--- src/include/pvi_regs.vh ---
// Register map, field positions, reset values and timing constants of the video input port
`ifndef PVI_REGS_VH
`define PVI_REGS_VH

`define PVI_ADDR_CTRL      8'h00
`define PVI_ADDR_STATUS    8'h04
`define PVI_ADDR_FRM_IN    8'h08
`define PVI_ADDR_FRM_OUT   8'h0C
`define PVI_ADDR_LINES     8'h10
`define PVI_ADDR_TIMEOUT   8'h14

`define PVI_CTRL_ENABLE    0
`define PVI_CTRL_VS_FALL   1
`define PVI_CTRL_HS_FALL   2
`define PVI_CTRL_MASK_LOW  3
`define PVI_CTRL_FMT_LO    4
`define PVI_CTRL_FMT_HI    5
`define PVI_CTRL_RESET     6'h00

`define PVI_ST_RUN         0
`define PVI_ST_ILLUM       1
`define PVI_ST_GLASSES     2
`define PVI_ST_MASKED      3
`define PVI_ST_OVERFLOW    4
`define PVI_ST_EMPTY       5

`define PVI_FMT_24         2'h0
`define PVI_FMT_18         2'h1
`define PVI_FMT_16         2'h2

`define PVI_RESP_OKAY      2'h0
`define PVI_RESP_SLVERR    2'h2

`define PVI_CLK_MHZ        50
`define PVI_VS_TIMEOUT_MS  50
`define PVI_VS_TIMEOUT_CYC (`PVI_VS_TIMEOUT_MS * `PVI_CLK_MHZ * 1000)

`endif

--- src/pvi_fifo.v ---
// Parameterised synchronous FIFO with valid and ready on both sides
module pvi_fifo #(
	parameter WIDTH = 27,
	parameter DEPTH = 16,
	parameter AW    = 4
) (
	input  wire             aclk,
	input  wire             aresetn,
	input  wire             in_valid,
	output wire             in_ready,
	input  wire [WIDTH-1:0] in_data,
	output wire             out_valid,
	input  wire             out_ready,
	output wire [WIDTH-1:0] out_data
);
	reg [WIDTH-1:0] mem_ff [0:DEPTH-1];
	reg [AW:0]      wr_ptr_ff;
	reg [AW:0]      rd_ptr_ff;
	wire            full;
	wire            empty;
	wire            do_wr;
	wire            do_rd;

	// Extra pointer bit tells full from empty
	assign empty     = (wr_ptr_ff == rd_ptr_ff);
	assign full      = (wr_ptr_ff[AW-1:0] == rd_ptr_ff[AW-1:0]) && (wr_ptr_ff[AW] != rd_ptr_ff[AW]);
	assign in_ready  = ~full;
	assign out_valid = ~empty;
	assign out_data  = mem_ff[rd_ptr_ff[AW-1:0]];
	assign do_wr     = in_valid & ~full;
	assign do_rd     = out_ready & ~empty;

	// Storage has no reset; only the pointers carry state
	always @(posedge aclk) begin
		if (do_wr) begin
			mem_ff[wr_ptr_ff[AW-1:0]] <= in_data;
		end
	end

	// Pointer update
	always @(posedge aclk) begin
		if (!aresetn) begin
			wr_ptr_ff <= {(AW+1){1'b0}};
			rd_ptr_ff <= {(AW+1){1'b0}};
		end else begin
			if (do_wr) begin
				wr_ptr_ff <= wr_ptr_ff + {{AW{1'b0}}, 1'b1};
			end
			if (do_rd) begin
				rd_ptr_ff <= rd_ptr_ff + {{AW{1'b0}}, 1'b1};
			end
		end
	end
endmodule

--- src/pvi_top.v ---
// Parallel video input port: pin sampling, frame control, pixel formatting and AXI4-Lite registers
//
// Contract
// - When frame sync stops, the sequencer halts and the illumination is switched off.
// - Frame sync and line sync each take either edge as active edge, as configured.
// - While the update mask is active, source frames are blocked and the last image stays shown.
// - The mask polarity is programmable, active high after reset.
// - Pixels are 24-bit on 24 lines, 18-bit on 18 lines, or 16-bit 4:2:2.
// - In 4:2:2, even pixels carry Cb and odd pixels Cr; both output pixels of a pair take that Cb and that Cr.
// - One output frame is shown for each unmasked input frame.
// - A glasses sync output follows the eye of the displayed image.
// - No portrait rotation is offered; images pass in landscape order only.
//
// Chosen here: the placing of the registers and register access over AXI4-Lite.
`include "pvi_regs.vh"

module pvi_top #(
	parameter        DEPTH      = 16,
	parameter        AW         = 4,
	parameter [31:0] VS_TIMEOUT = `PVI_VS_TIMEOUT_CYC
) (
	input  wire        aclk,
	input  wire        aresetn,
	input  wire [7:0]  s_axi_awaddr,
	input  wire        s_axi_awvalid,
	output wire        s_axi_awready,
	input  wire [31:0] s_axi_wdata,
	input  wire [3:0]  s_axi_wstrb,
	input  wire        s_axi_wvalid,
	output wire        s_axi_wready,
	output wire [1:0]  s_axi_bresp,
	output wire        s_axi_bvalid,
	input  wire        s_axi_bready,
	input  wire [7:0]  s_axi_araddr,
	input  wire        s_axi_arvalid,
	output wire        s_axi_arready,
	output wire [31:0] s_axi_rdata,
	output wire [1:0]  s_axi_rresp,
	output wire        s_axi_rvalid,
	input  wire        s_axi_rready,
	input  wire        pixel_clk_in,
	input  wire        frame_sync_in,
	input  wire        line_sync_in,
	input  wire        pixel_valid_in,
	input  wire [23:0] pixel_bus_in,
	input  wire        frame_update_mask,
	input  wire        eye_select_in,
	output wire        pix_out_valid,
	input  wire        pix_out_ready,
	output wire [23:0] pix_out_data,
	output wire        pix_out_sof,
	output wire        pix_out_sol,
	output wire        pix_out_eye,
	output wire        glasses_sync,
	output wire        seq_run,
	output wire        illum_en
);
	localparam FW = 27;

	// Pin synchronisers; stage 1 feeds stage 2 only
	reg  [29:0]   s1_ff;
	reg  [29:0]   s2_ff;
	reg  [2:0]    s3_ff;
	// Registers
	reg  [5:0]    ctrl_ff;
	reg  [31:0]   timeout_ff;
	reg  [31:0]   frm_in_ff;
	reg  [31:0]   frm_out_ff;
	reg  [31:0]   line_cnt_ff;
	reg  [31:0]   lines_ff;
	reg  [31:0]   vs_age_ff;
	reg           run_ff;
	reg           masked_ff;
	reg           eye_ff;
	reg           sof_pend_ff;
	reg           sol_pend_ff;
	reg           ovf_ff;
	reg           glasses_ff;
	reg           phase_ff;
	reg  [7:0]    y0_ff;
	reg  [7:0]    cb_ff;
	reg           pend_ff;
	reg  [FW-1:0] pend_word_ff;
	// AXI state
	reg           aw_ok_ff;
	reg  [7:0]    awaddr_ff;
	reg           w_ok_ff;
	reg  [31:0]   wdata_ff;
	reg  [3:0]    wstrb_ff;
	reg           bvalid_ff;
	reg  [1:0]    bresp_ff;
	reg           rvalid_ff;
	reg  [31:0]   rdata_ff;
	reg  [1:0]    rresp_ff;

	wire          pclk_s  = s2_ff[29];
	wire          vs_s    = s2_ff[28];
	wire          hs_s    = s2_ff[27];
	wire          valid_s = s2_ff[26];
	wire          mask_s  = s2_ff[25];
	wire          eye_s   = s2_ff[24];
	wire [23:0]   data_s  = s2_ff[23:0];
	wire          enable  = ctrl_ff[`PVI_CTRL_ENABLE];
	wire [1:0]    fmt     = ctrl_ff[`PVI_CTRL_FMT_HI:`PVI_CTRL_FMT_LO];
	wire          pclk_rise;
	wire          vs_edge;
	wire          hs_edge;
	wire          mask_act;
	wire          capture;
	wire          emit;
	reg  [23:0]   cur_pix;
	wire [FW-1:0] cur_word;
	wire [FW-1:0] wr_word;
	wire          wr_valid;
	wire          wr_ready;
	wire          wr_take;
	wire [FW-1:0] rd_word;
	wire          out_take;
	wire          wr_fire;
	wire          ovf_set;

	// Sample every pin; the pixel clock is a plain input seen through the same two stages
	always @(posedge aclk) begin
		if (!aresetn) begin
			s1_ff <= 30'h0;
			s2_ff <= 30'h0;
			s3_ff <= 3'h0;
		end else begin
			s1_ff <= {pixel_clk_in, frame_sync_in, line_sync_in, pixel_valid_in,
				frame_update_mask, eye_select_in, pixel_bus_in};
			s2_ff <= s1_ff;
			s3_ff <= s2_ff[29:27];
		end
	end

	// Edge finders on the synchronised levels
	assign pclk_rise = pclk_s & ~s3_ff[2];
	assign vs_edge   = ctrl_ff[`PVI_CTRL_VS_FALL] ? (~vs_s & s3_ff[1]) : (vs_s & ~s3_ff[1]);
	assign hs_edge   = ctrl_ff[`PVI_CTRL_HS_FALL] ? (~hs_s & s3_ff[0]) : (hs_s & ~s3_ff[0]);
	// Low input never masks with default polarity, so an unused pin disables masking
	assign mask_act  = mask_s ^ ctrl_ff[`PVI_CTRL_MASK_LOW];
	// Pixels are taken only in unmasked frames of a running sequencer
	assign capture   = pclk_rise & valid_s & enable & run_ff & ~masked_ff;
	// In 4:2:2 the pair is complete only on the odd pixel
	assign emit      = (fmt != `PVI_FMT_16) | phase_ff;

	// Format each pin word into 8-bit channels; rows stream in arrival order, no rotation
	always @* begin
		cur_pix = data_s;
		case (fmt)
			`PVI_FMT_24: cur_pix = data_s;
			`PVI_FMT_18: cur_pix = {data_s[17:12], data_s[17:16], data_s[11:6],
				data_s[11:10], data_s[5:0], data_s[5:4]};
			`PVI_FMT_16: cur_pix = {y0_ff, cb_ff, data_s[7:0]};
			default: cur_pix = data_s;
		endcase
	end

	assign cur_word = {sof_pend_ff, sol_pend_ff, eye_ff, cur_pix};
	assign wr_valid = pend_ff | (capture & emit);
	assign wr_word  = pend_ff ? pend_word_ff : cur_word;
	assign wr_take  = wr_valid & wr_ready;
	assign wr_fire  = capture & emit & ~pend_ff & wr_ready;
	// A pixel that finds the buffer busy is lost and flagged; video cannot be stalled
	assign ovf_set  = capture & ((emit & ~wr_ready) | pend_ff);

	// Frame and line control
	always @(posedge aclk) begin
		if (!aresetn) begin
			run_ff      <= 1'b0;
			masked_ff   <= 1'b0;
			eye_ff      <= 1'b0;
			sof_pend_ff <= 1'b0;
			sol_pend_ff <= 1'b0;
			frm_in_ff   <= 32'h00000000;
			line_cnt_ff <= 32'h00000000;
			lines_ff    <= 32'h00000000;
			vs_age_ff   <= 32'h00000000;
			phase_ff    <= 1'b0;
			y0_ff       <= 8'h00;
			cb_ff       <= 8'h00;
			pend_ff     <= 1'b0;
			pend_word_ff <= {FW{1'b0}};
		end else begin
			if (vs_edge) begin
				vs_age_ff <= 32'h00000000;
			end else if (vs_age_ff != 32'hFFFFFFFF) begin
				vs_age_ff <= vs_age_ff + 32'h00000001;
			end
			// Lost frame sync or disable halts the sequencer and darkens the lamps
			if (!enable || (!vs_edge && vs_age_ff >= timeout_ff)) begin
				run_ff <= 1'b0;
			end else if (vs_edge) begin
				run_ff <= 1'b1;
			end
			if (vs_edge) begin
				// Mask only moves in blanking, so sampling it here holds for the whole frame
				masked_ff   <= mask_act;
				eye_ff      <= eye_s;
				sof_pend_ff <= ~mask_act;
				frm_in_ff   <= frm_in_ff + 32'h00000001;
				lines_ff    <= line_cnt_ff;
				line_cnt_ff <= 32'h00000000;
			end else if (hs_edge) begin
				line_cnt_ff <= line_cnt_ff + 32'h00000001;
				sol_pend_ff <= 1'b1;
				phase_ff    <= 1'b0;
			end
			if (vs_edge || hs_edge) begin
				phase_ff <= 1'b0;
			end else if (capture) begin
				phase_ff <= ~phase_ff;
				if (!phase_ff) begin
					y0_ff <= data_s[15:8];
					cb_ff <= data_s[7:0];
				end
			end
			if (wr_fire) begin
				sof_pend_ff <= 1'b0;
				sol_pend_ff <= 1'b0;
			end
			// Odd 4:2:2 pixel reuses the chroma of the preceding even pixel
			if (pend_ff && wr_take) begin
				pend_ff <= 1'b0;
			end else if (wr_fire && fmt == `PVI_FMT_16) begin
				pend_ff      <= 1'b1;
				pend_word_ff <= {1'b0, 1'b0, eye_ff, data_s[15:8], cb_ff, data_s[7:0]};
			end
		end
	end

	// Output side: each frame start leaving the buffer is one displayed frame
	assign out_take = pix_out_valid & pix_out_ready;
	always @(posedge aclk) begin
		if (!aresetn) begin
			frm_out_ff <= 32'h00000000;
			glasses_ff <= 1'b0;
		end else if (out_take && rd_word[26]) begin
			frm_out_ff <= frm_out_ff + 32'h00000001;
			glasses_ff <= rd_word[24];
		end
	end

	pvi_fifo #(
		.WIDTH (FW),
		.DEPTH (DEPTH),
		.AW    (AW)
	) u_fifo (
		.aclk      (aclk),
		.aresetn   (aresetn),
		.in_valid  (wr_valid),
		.in_ready  (wr_ready),
		.in_data   (wr_word),
		.out_valid (pix_out_valid),
		.out_ready (pix_out_ready),
		.out_data  (rd_word)
	);

	assign pix_out_data = rd_word[23:0];
	assign pix_out_eye  = rd_word[24];
	assign pix_out_sol  = rd_word[25];
	assign pix_out_sof  = rd_word[26];
	assign glasses_sync = glasses_ff;
	assign seq_run      = run_ff;
	assign illum_en     = run_ff;

	// AXI write: address and data taken in either order, then one response
	assign s_axi_awready = ~aw_ok_ff & ~bvalid_ff;
	assign s_axi_wready  = ~w_ok_ff & ~bvalid_ff;
	assign s_axi_bvalid  = bvalid_ff;
	assign s_axi_bresp   = bresp_ff;

	always @(posedge aclk) begin
		if (!aresetn) begin
			aw_ok_ff   <= 1'b0;
			w_ok_ff    <= 1'b0;
			awaddr_ff  <= 8'h00;
			wdata_ff   <= 32'h00000000;
			wstrb_ff   <= 4'h0;
			bvalid_ff  <= 1'b0;
			bresp_ff   <= `PVI_RESP_OKAY;
			ctrl_ff    <= `PVI_CTRL_RESET;
			timeout_ff <= VS_TIMEOUT;
			ovf_ff     <= 1'b0;
		end else begin
			if (s_axi_awvalid && s_axi_awready) begin
				aw_ok_ff  <= 1'b1;
				awaddr_ff <= s_axi_awaddr;
			end
			if (s_axi_wvalid && s_axi_wready) begin
				w_ok_ff  <= 1'b1;
				wdata_ff <= s_axi_wdata;
				wstrb_ff <= s_axi_wstrb;
			end
			if (bvalid_ff && s_axi_bready) begin
				bvalid_ff <= 1'b0;
			end
			if (aw_ok_ff && w_ok_ff) begin
				aw_ok_ff  <= 1'b0;
				w_ok_ff   <= 1'b0;
				bvalid_ff <= 1'b1;
				bresp_ff  <= `PVI_RESP_OKAY;
				case ({awaddr_ff[7:2], 2'b00})
					`PVI_ADDR_CTRL: begin
						if (wstrb_ff[0]) begin
							ctrl_ff <= wdata_ff[5:0];
						end
					end
					`PVI_ADDR_STATUS: begin
						if (wstrb_ff[0] && wdata_ff[`PVI_ST_OVERFLOW]) begin
							ovf_ff <= 1'b0;
						end
					end
					`PVI_ADDR_TIMEOUT: begin
						if (wstrb_ff[0]) timeout_ff[7:0]   <= wdata_ff[7:0];
						if (wstrb_ff[1]) timeout_ff[15:8]  <= wdata_ff[15:8];
						if (wstrb_ff[2]) timeout_ff[23:16] <= wdata_ff[23:16];
						if (wstrb_ff[3]) timeout_ff[31:24] <= wdata_ff[31:24];
					end
					`PVI_ADDR_FRM_IN, `PVI_ADDR_FRM_OUT, `PVI_ADDR_LINES: begin
						bresp_ff <= `PVI_RESP_OKAY;
					end
					default: bresp_ff <= `PVI_RESP_SLVERR;
				endcase
			end
			// Set wins over a clear in the same cycle
			if (ovf_set) begin
				ovf_ff <= 1'b1;
			end
		end
	end

	// AXI read: one access at a time, answered the cycle after the address
	assign s_axi_arready = ~rvalid_ff;
	assign s_axi_rvalid  = rvalid_ff;
	assign s_axi_rdata   = rdata_ff;
	assign s_axi_rresp   = rresp_ff;

	always @(posedge aclk) begin
		if (!aresetn) begin
			rvalid_ff <= 1'b0;
			rdata_ff  <= 32'h00000000;
			rresp_ff  <= `PVI_RESP_OKAY;
		end else if (rvalid_ff) begin
			if (s_axi_rready) begin
				rvalid_ff <= 1'b0;
			end
		end else if (s_axi_arvalid) begin
			rvalid_ff <= 1'b1;
			rresp_ff  <= `PVI_RESP_OKAY;
			case ({s_axi_araddr[7:2], 2'b00})
				`PVI_ADDR_CTRL:    rdata_ff <= {26'h0, ctrl_ff};
				`PVI_ADDR_STATUS:  rdata_ff <= {26'h0, ~pix_out_valid, ovf_ff,
					masked_ff, glasses_ff, run_ff, run_ff};
				`PVI_ADDR_FRM_IN:  rdata_ff <= frm_in_ff;
				`PVI_ADDR_FRM_OUT: rdata_ff <= frm_out_ff;
				`PVI_ADDR_LINES:   rdata_ff <= lines_ff;
				`PVI_ADDR_TIMEOUT: rdata_ff <= timeout_ff;
				default: begin
					rdata_ff <= 32'h00000000;
					rresp_ff <= `PVI_RESP_SLVERR;
				end
			endcase
		end
	end
endmodule

--- config.mk ---
export PLATFORM = sky130hd
export DESIGN_NAME = pvi_top
export DESIGN_NICKNAME = d
export VERILOG_FILES = /design/src/pvi_fifo.v /design/src/pvi_top.v
export VERILOG_INCLUDE_DIRS = /design/src /design/src/include
export SDC_FILE = /design/constraint.sdc
export NUM_CORES = 1
export LEC_CHECK = 0
export BUFFER_PORTS_ARGS = -buffer_cell sky130_fd_sc_hd__clkbuf_2
export CAP_MARGIN = 20
export CORE_ASPECT_RATIO = 1.2
export CORE_MARGIN = 8
export CORE_UTILIZATION = 40
export DETAILED_ROUTE_END_ITERATION = 10
export HOLD_SLACK_MARGIN = 0.12
export SYNTH_ARGS = -nofsm -noshare
export SYNTH_HDL_FRONTEND = slang
export SYNTH_SLANG_ARGS = --single-unit
--- constraint.sdc ---
create_clock -name aclk -period 2.5 [get_ports aclk]
set_input_delay 0.125 -clock aclk [delete_from_list [all_inputs] [get_ports aclk]]
set_output_delay 0.125 -clock aclk [all_outputs]
set_load 0.03 [all_outputs]
# Word level (Yosys, flattened, before mapping)
# Memory sizes are Yosys's and may differ from the RTL's. A register that Yosys moved wholly into a read port is not among the register bits.
# Index checks and enable logic that the tools add are counted.
# totals
n_memories	1
ramBits	432
regBits	405
# mem_list
memory	words	word_bits	read_ports	rd_ports_with_merged_regs	write_ports	line	source
u_fifo.mem_ff	16	27	1	1	1	pvi_fifo.v:16	reg [WIDTH-1:0] mem_ff [0:DEPTH-1];
# classes
muxes	23
add_sub_neg	6
eq_ne	18
bitwise	41
n_reduce_logical	40
n_lt_le_gt_ge	1
# ops
cell	count
one-hot mux 32 bit (6 select lines)	1
adder 32 x 1 -> 32 bit, second input constant	4
one-hot mux 24 bit (2 select lines)	1
>= comparator 32 bit	1
!= test 32 bit, second input constant	1
2-to-1 mux 27 bit	1
equality test 6 x 2 -> 1 bit, second input constant	4
equality test 6 x 3 -> 1 bit, second input constant	4
AND reduction 3 bit	7
NOT 1 bit	19
bitwise AND 1 bit	18
2-to-1 mux 1 bit	16
equality test 6 x 1 -> 1 bit, second input constant	2
logical NOT 6 bit	2
OR reduction 2 bit	6
OR reduction 6 bit	2
adder 5 x 1 -> 5 bit, second input constant	2
logical AND 1 bit	10
nonzero test 2 bit	5
2-to-1 mux 4 bit	2
AND reduction 2 bit	4
equality test 5 bit	1
equality test 4 bit	1
2-to-1 mux 2 bit	2
other kinds (9)	13

# Depth between registers and ports, before layout
# depth
word_depth	12
mapped_depth	9

# Modules after synthesis
# A second synthesis with hierarchy kept.
# unflattened
cells_unflattened	2721
area_unflattened_um2	34140.2
# modules_own_cells
mod	area_each_um2	instances	seq_area_each_um2	cells_each
pvi_fifo	17076.4	1	13252.7	704
pvi_top	17063.9	1	7827.5	2017

# Worst setup path after synthesis
# No wires, ideal clock.
# synth_timing
kind	register to register
start	register ctrl_ff[4]
end	memory u_fifo.mem_ff[13][0], enable pin
t_arrival_ns	2.312
path_slack_ns	-0.198
n_path_buf	2
path_stages_with_launch	9
setup_time_ns	0.386
synth_period_minus_slack_ns	2.698
cell_sequence	dfxtp_1 inv_1 ha_1 clkbuf_1 nand2b_1 a41oi_1 a21oi_1 clkbuf_1 and3_1
# synth_via
elab_chain_len	7
# synth_rtl
item	line	source
start, declared	pvi_top.v:65	reg [5:0] ctrl_ff;
start signal, assigned	pvi_top.v:282	ctrl_ff <= `PVI_CTRL_RESET;
start signal, assigned	pvi_top.v:306	ctrl_ff <= wdata_ff[5:0];
!= test 2 bit (no source line)	n/a	
bitwise OR 1 bit	pvi_top.v:145	assign emit = (fmt != `PVI_FMT_16) | phase_ff;
bitwise AND 1 bit	pvi_top.v:160	assign wr_valid = pend_ff | (capture & emit);
bitwise OR 1 bit	pvi_top.v:160	
bitwise AND 1 bit	pvi_fifo.v:30	assign do_wr = in_valid & ~full;
2-to-1 mux 1 bit	pvi_fifo.v:35	if (do_wr) begin
2-to-1 mux 1 bit (implied by the code)	pvi_fifo.v:36	mem_ff[wr_ptr_ff[AW-1:0]] <= in_data;
end, declared	pvi_fifo.v:16	
# Every way passes these cells.

==> results.toml <==
[run_status]
status = "finished, violations left"
violations = "negative setup slack"

[timing]
slew_headroom = 0.293
finalCritPeriodShare = 1.10
fin_crit_ns = 2.75
max_clock_freq_mhz = 363
rsz0062_at_grt = "true"
final_hold_viol_count = 0
whs_ns = 0.187
setup_violations = 57
setup_slack_ns = -0.253
finClkSkew_ns = 0.0515
drv_slew = 0
tightestPinTransition_ns = 1.06

[route]
route.detailed.drc = 0
drt_first_pass_iters = 6
postRouteAntennaNets = 0
drt-initial-drc-count = 1650
routed_wl_um = 90700
wl_per_cell_um = 21.2
avgViaCountPerCell = 5.43
via_count = 23200

[cts]
clk_pin_slew_ns = 0.06
ctsLongestPathBuffers = 3
clkLatencyLatePin_ns = 0.67
cts_tree = "yes"
cts_root_buf = "clkbuf_16"
cts_buffers = 85
cts_sinks = 837
h-tree-depth = 3

[finish]
num-fill-cells = 7336
syn_to_final_growth_pct = 22.8
multiInputGateArea_um2 = 12200
nets = 3203
mostFrequentLayoutCells = "432 x edfxtp_1, 402 x dfxtp_1, 294 x nand2_1"
drive_gt1_frac = 0.196
regArea_um2 = 21100
finalInstanceArea_um2 = 41800
final_common_cell = "edfxtp_1"

[yosys]
synth_cell_type_count = 75
synthesis.area_um2 = 34100
synthArstFlopShare = 0
syn_inst = 2715
synth-edff-count = 432
ys_ff_latch = 837
synth_seq_area_share = 0.619
synth_warnings = 0
ys.flop_type = "edfxtp_1"
syn_avg_cell_area_um2 = 12.5

[floorplan]
io_pins = 162
core_um2 = 84600
die_area_um2 = 94800
num_rows = 117
die_x_um = 282
dieHeight_um = 336
start_util = 0.403

[power]
power_density_nw_per_um2 = 673
ir_drop_uv = 484
cellLeakagePower_uw = 0.0147

[global_route]
grt_overflow = 0
antenna_found_initial = 0
grt_use_met3 = 0.0252
grt_usage = 0.187
first_global_vias = 23800
gr-usage-met1 = 0.234
grt_max_degree = 77
top_usage_layer = "met2"
grt_pass1_wl_um = 138000
gr-usage-met2 = 0.334

[critical_path]
cp-end-kind = "output pin"
crit_fanout = 5
critical_path_class = "flip-flop to output pin"
start_kind = "flip-flop"
crit_end = "pix_out_data[0]"
reg2reg_slack_ns = -0.12
critPathRequiredTime_ns = 2.38
rr_worst_depth = 9
r2r_end = "frm_out_ff[16]$_SDFFE_PN0P_"
cp.arrival_ns = 2.63

[place]
dp_hpwl_um = 56400
globalplace.congestion = 0.855
placed_area_um2 = 36800
io_buffer_count = 155

[run]
drv_cap = 0

[hold_path]
hold_path_class = "input pin to flip-flop"
[worst min path at each step]
stage                           from                          end  slack (ns)  depth (start not counted)
floorplan            pixel_bus_in[0]          s1_ff[0]$_SDFF_PN0_        0.25                          1
global placement    pixel_bus_in[21]         s1_ff[21]$_SDFF_PN0_        0.33                          2
detailed placement  pixel_bus_in[21]         s1_ff[21]$_SDFF_PN0_        0.33                          2
CTS                  s_axi_araddr[6]  s_axi_rdata[1]$_SDFFE_PN0P_        0.14                          6
global route         pixel_bus_in[6]          s1_ff[6]$_SDFF_PN0_        0.19                          3
finish               s_axi_araddr[7]  s_axi_rdata[1]$_SDFFE_PN0P_        0.19                          6
[cell usage after synthesis, types with 8 or more instances]
cell type / instances / area share
a211oi_1: 9 / 0.0020
a21o_1: 9 / 0.0020
a21oi_1: 189 / 0.028
a221oi_1: 33 / 0.0085
a22oi_1: 26 / 0.0057
and2_1: 83 / 0.015
and3_1: 28 / 0.0051
and4_1: 18 / 0.0046
buf_1: 9 / 0.00099
buf_2: 27 / 0.0040
clkbuf_1: 118 / 0.013
dfxtp_1: 405 / 0.24
edfxtp_1: 432 / 0.38
ha_1: 43 / 0.016
inv_1: 61 / 0.0067
mux2i_1: 97 / 0.029
mux4_2: 135 / 0.089
nand2_1: 295 / 0.033
nand2b_1: 10 / 0.0018
nand3_1: 78 / 0.011
nand4_1: 28 / 0.0051
nor2_1: 184 / 0.020
nor2b_1: 12 / 0.0022
nor3_1: 25 / 0.0037
nor4_1: 11 / 0.0020
o21a_1: 8 / 0.0018
o21ai_0: 86 / 0.013
o21ai_1: 26 / 0.0038
o31ai_1: 18 / 0.0040
or3_1: 48 / 0.0088
or4_1: 24 / 0.0053
xnor2_1: 46 / 0.012
xor2_1: 15 / 0.0039
[layer usage]
layer / part of all wire / vias to the layer above
met1: 0.41 / 11600
met3: 0.051 / 135
met2: 0.52 / 643
met5: 0 / -
met4: 0.024 / 0
li1: - / 10800
[cell type report]
| class | count | share of cell area |
|---|---|---|
| Sequential cell | 837 | 0.504 |
| Multi-Input combinational cell | 1656 | 0.291 |
| Timing Repair Buffer | 428 | 0.0982 |
| Clock buffer | 111 | 0.0566 |
| Tap cell | 1130 | 0.0338 |
| Clock inverter | 44 | 0.0105 |
| Inverter | 62 | 0.00569 |
| Antenna cell | 1 | 0.0000598 |
[worst max-delay path: stages, from the launching register on]
cell	delay, ns
dfxtp_4	0.37
buf_12	0.13
buf_8	0.12
buf_16	0.12
mux4_2	0.51
mux4_2	0.54
buf_8	0.17
[kinds of logic (layout without fill, tap and decap cells)]
kind of cell | Yosys count | after routing | share of synthesized area
AOI/OAI and AO/OA | 447 | 447 | 0.0788
adders and majority gates | 43 | 43 | 0.0158
buffers and inverters | 223 | 645 | 0.0267
muxes | 233 | 233 | 0.118
other | 1 | 3 | 0.000110
xor gates and xnor gates | 61 | 61 | 0.0157
and+or+nand+nor | 870 | 870 | 0.126
DFF | 837 | 837 | 0.619
[per-stage QoR]
| step | utilization | power, uW | setup slack, ns | setup TNS (ns) | instances |
|---|---|---|---|---|---|
| final | 0.494 | 28100 | -0.253 | -8.33 | 4269 |
| after global routing | 0.494 | 29000 | -0.330 | -12.79 | 4268 |
| after CTS | 0.492 | 28400 | -0.306 | -7.63 | 4261 |
| after detailed placement | 0.435 | 15600 | 0.205 | 0 | 3957 |
| after global placement | 0.435 | 15500 | -0.0221 | -0.351 | 3956 |
| after floorplan | - | 15300 | 0.0803 | 0 | 2716 |
[timing repair]
item,4_1_cts,5_1_grt
pin swaps,0,2
hold endpoints to repair,118,0
buffers inserted,12,1
setup endpoints to repair,28,59
gates resized for setup,75,19
cloned,12,7
hold buffers,125,0
[report_power, final]
| group | switching (uW) | leakage [uW] | internal (uW) |
|---|---|---|---|
| combinational | 497 | 0.00604 | 360 |
| sequential | 88.7 | 0.00726 | 14500 |
| clock | 5500 | 0.00136 | 7170 |
[state kept, by name (all words and copies together) (netlist names), 6 cells and up, named ones only]
register	count
awaddr_ff	6
cb_ff	8
ctrl_ff	6
frm_in_ff	32
frm_out_ff	32
line_cnt_ff	32
lines_ff	32
pend_word_ff	25
s1_ff	30
s2_ff	30
s_axi_rdata	32
timeout_ff	32
u_fifo.mem_ff	432
vs_age_ff	32
wdata_ff	32
y0_ff	8
No activity file was read; power rests on OpenSTA's default activity.
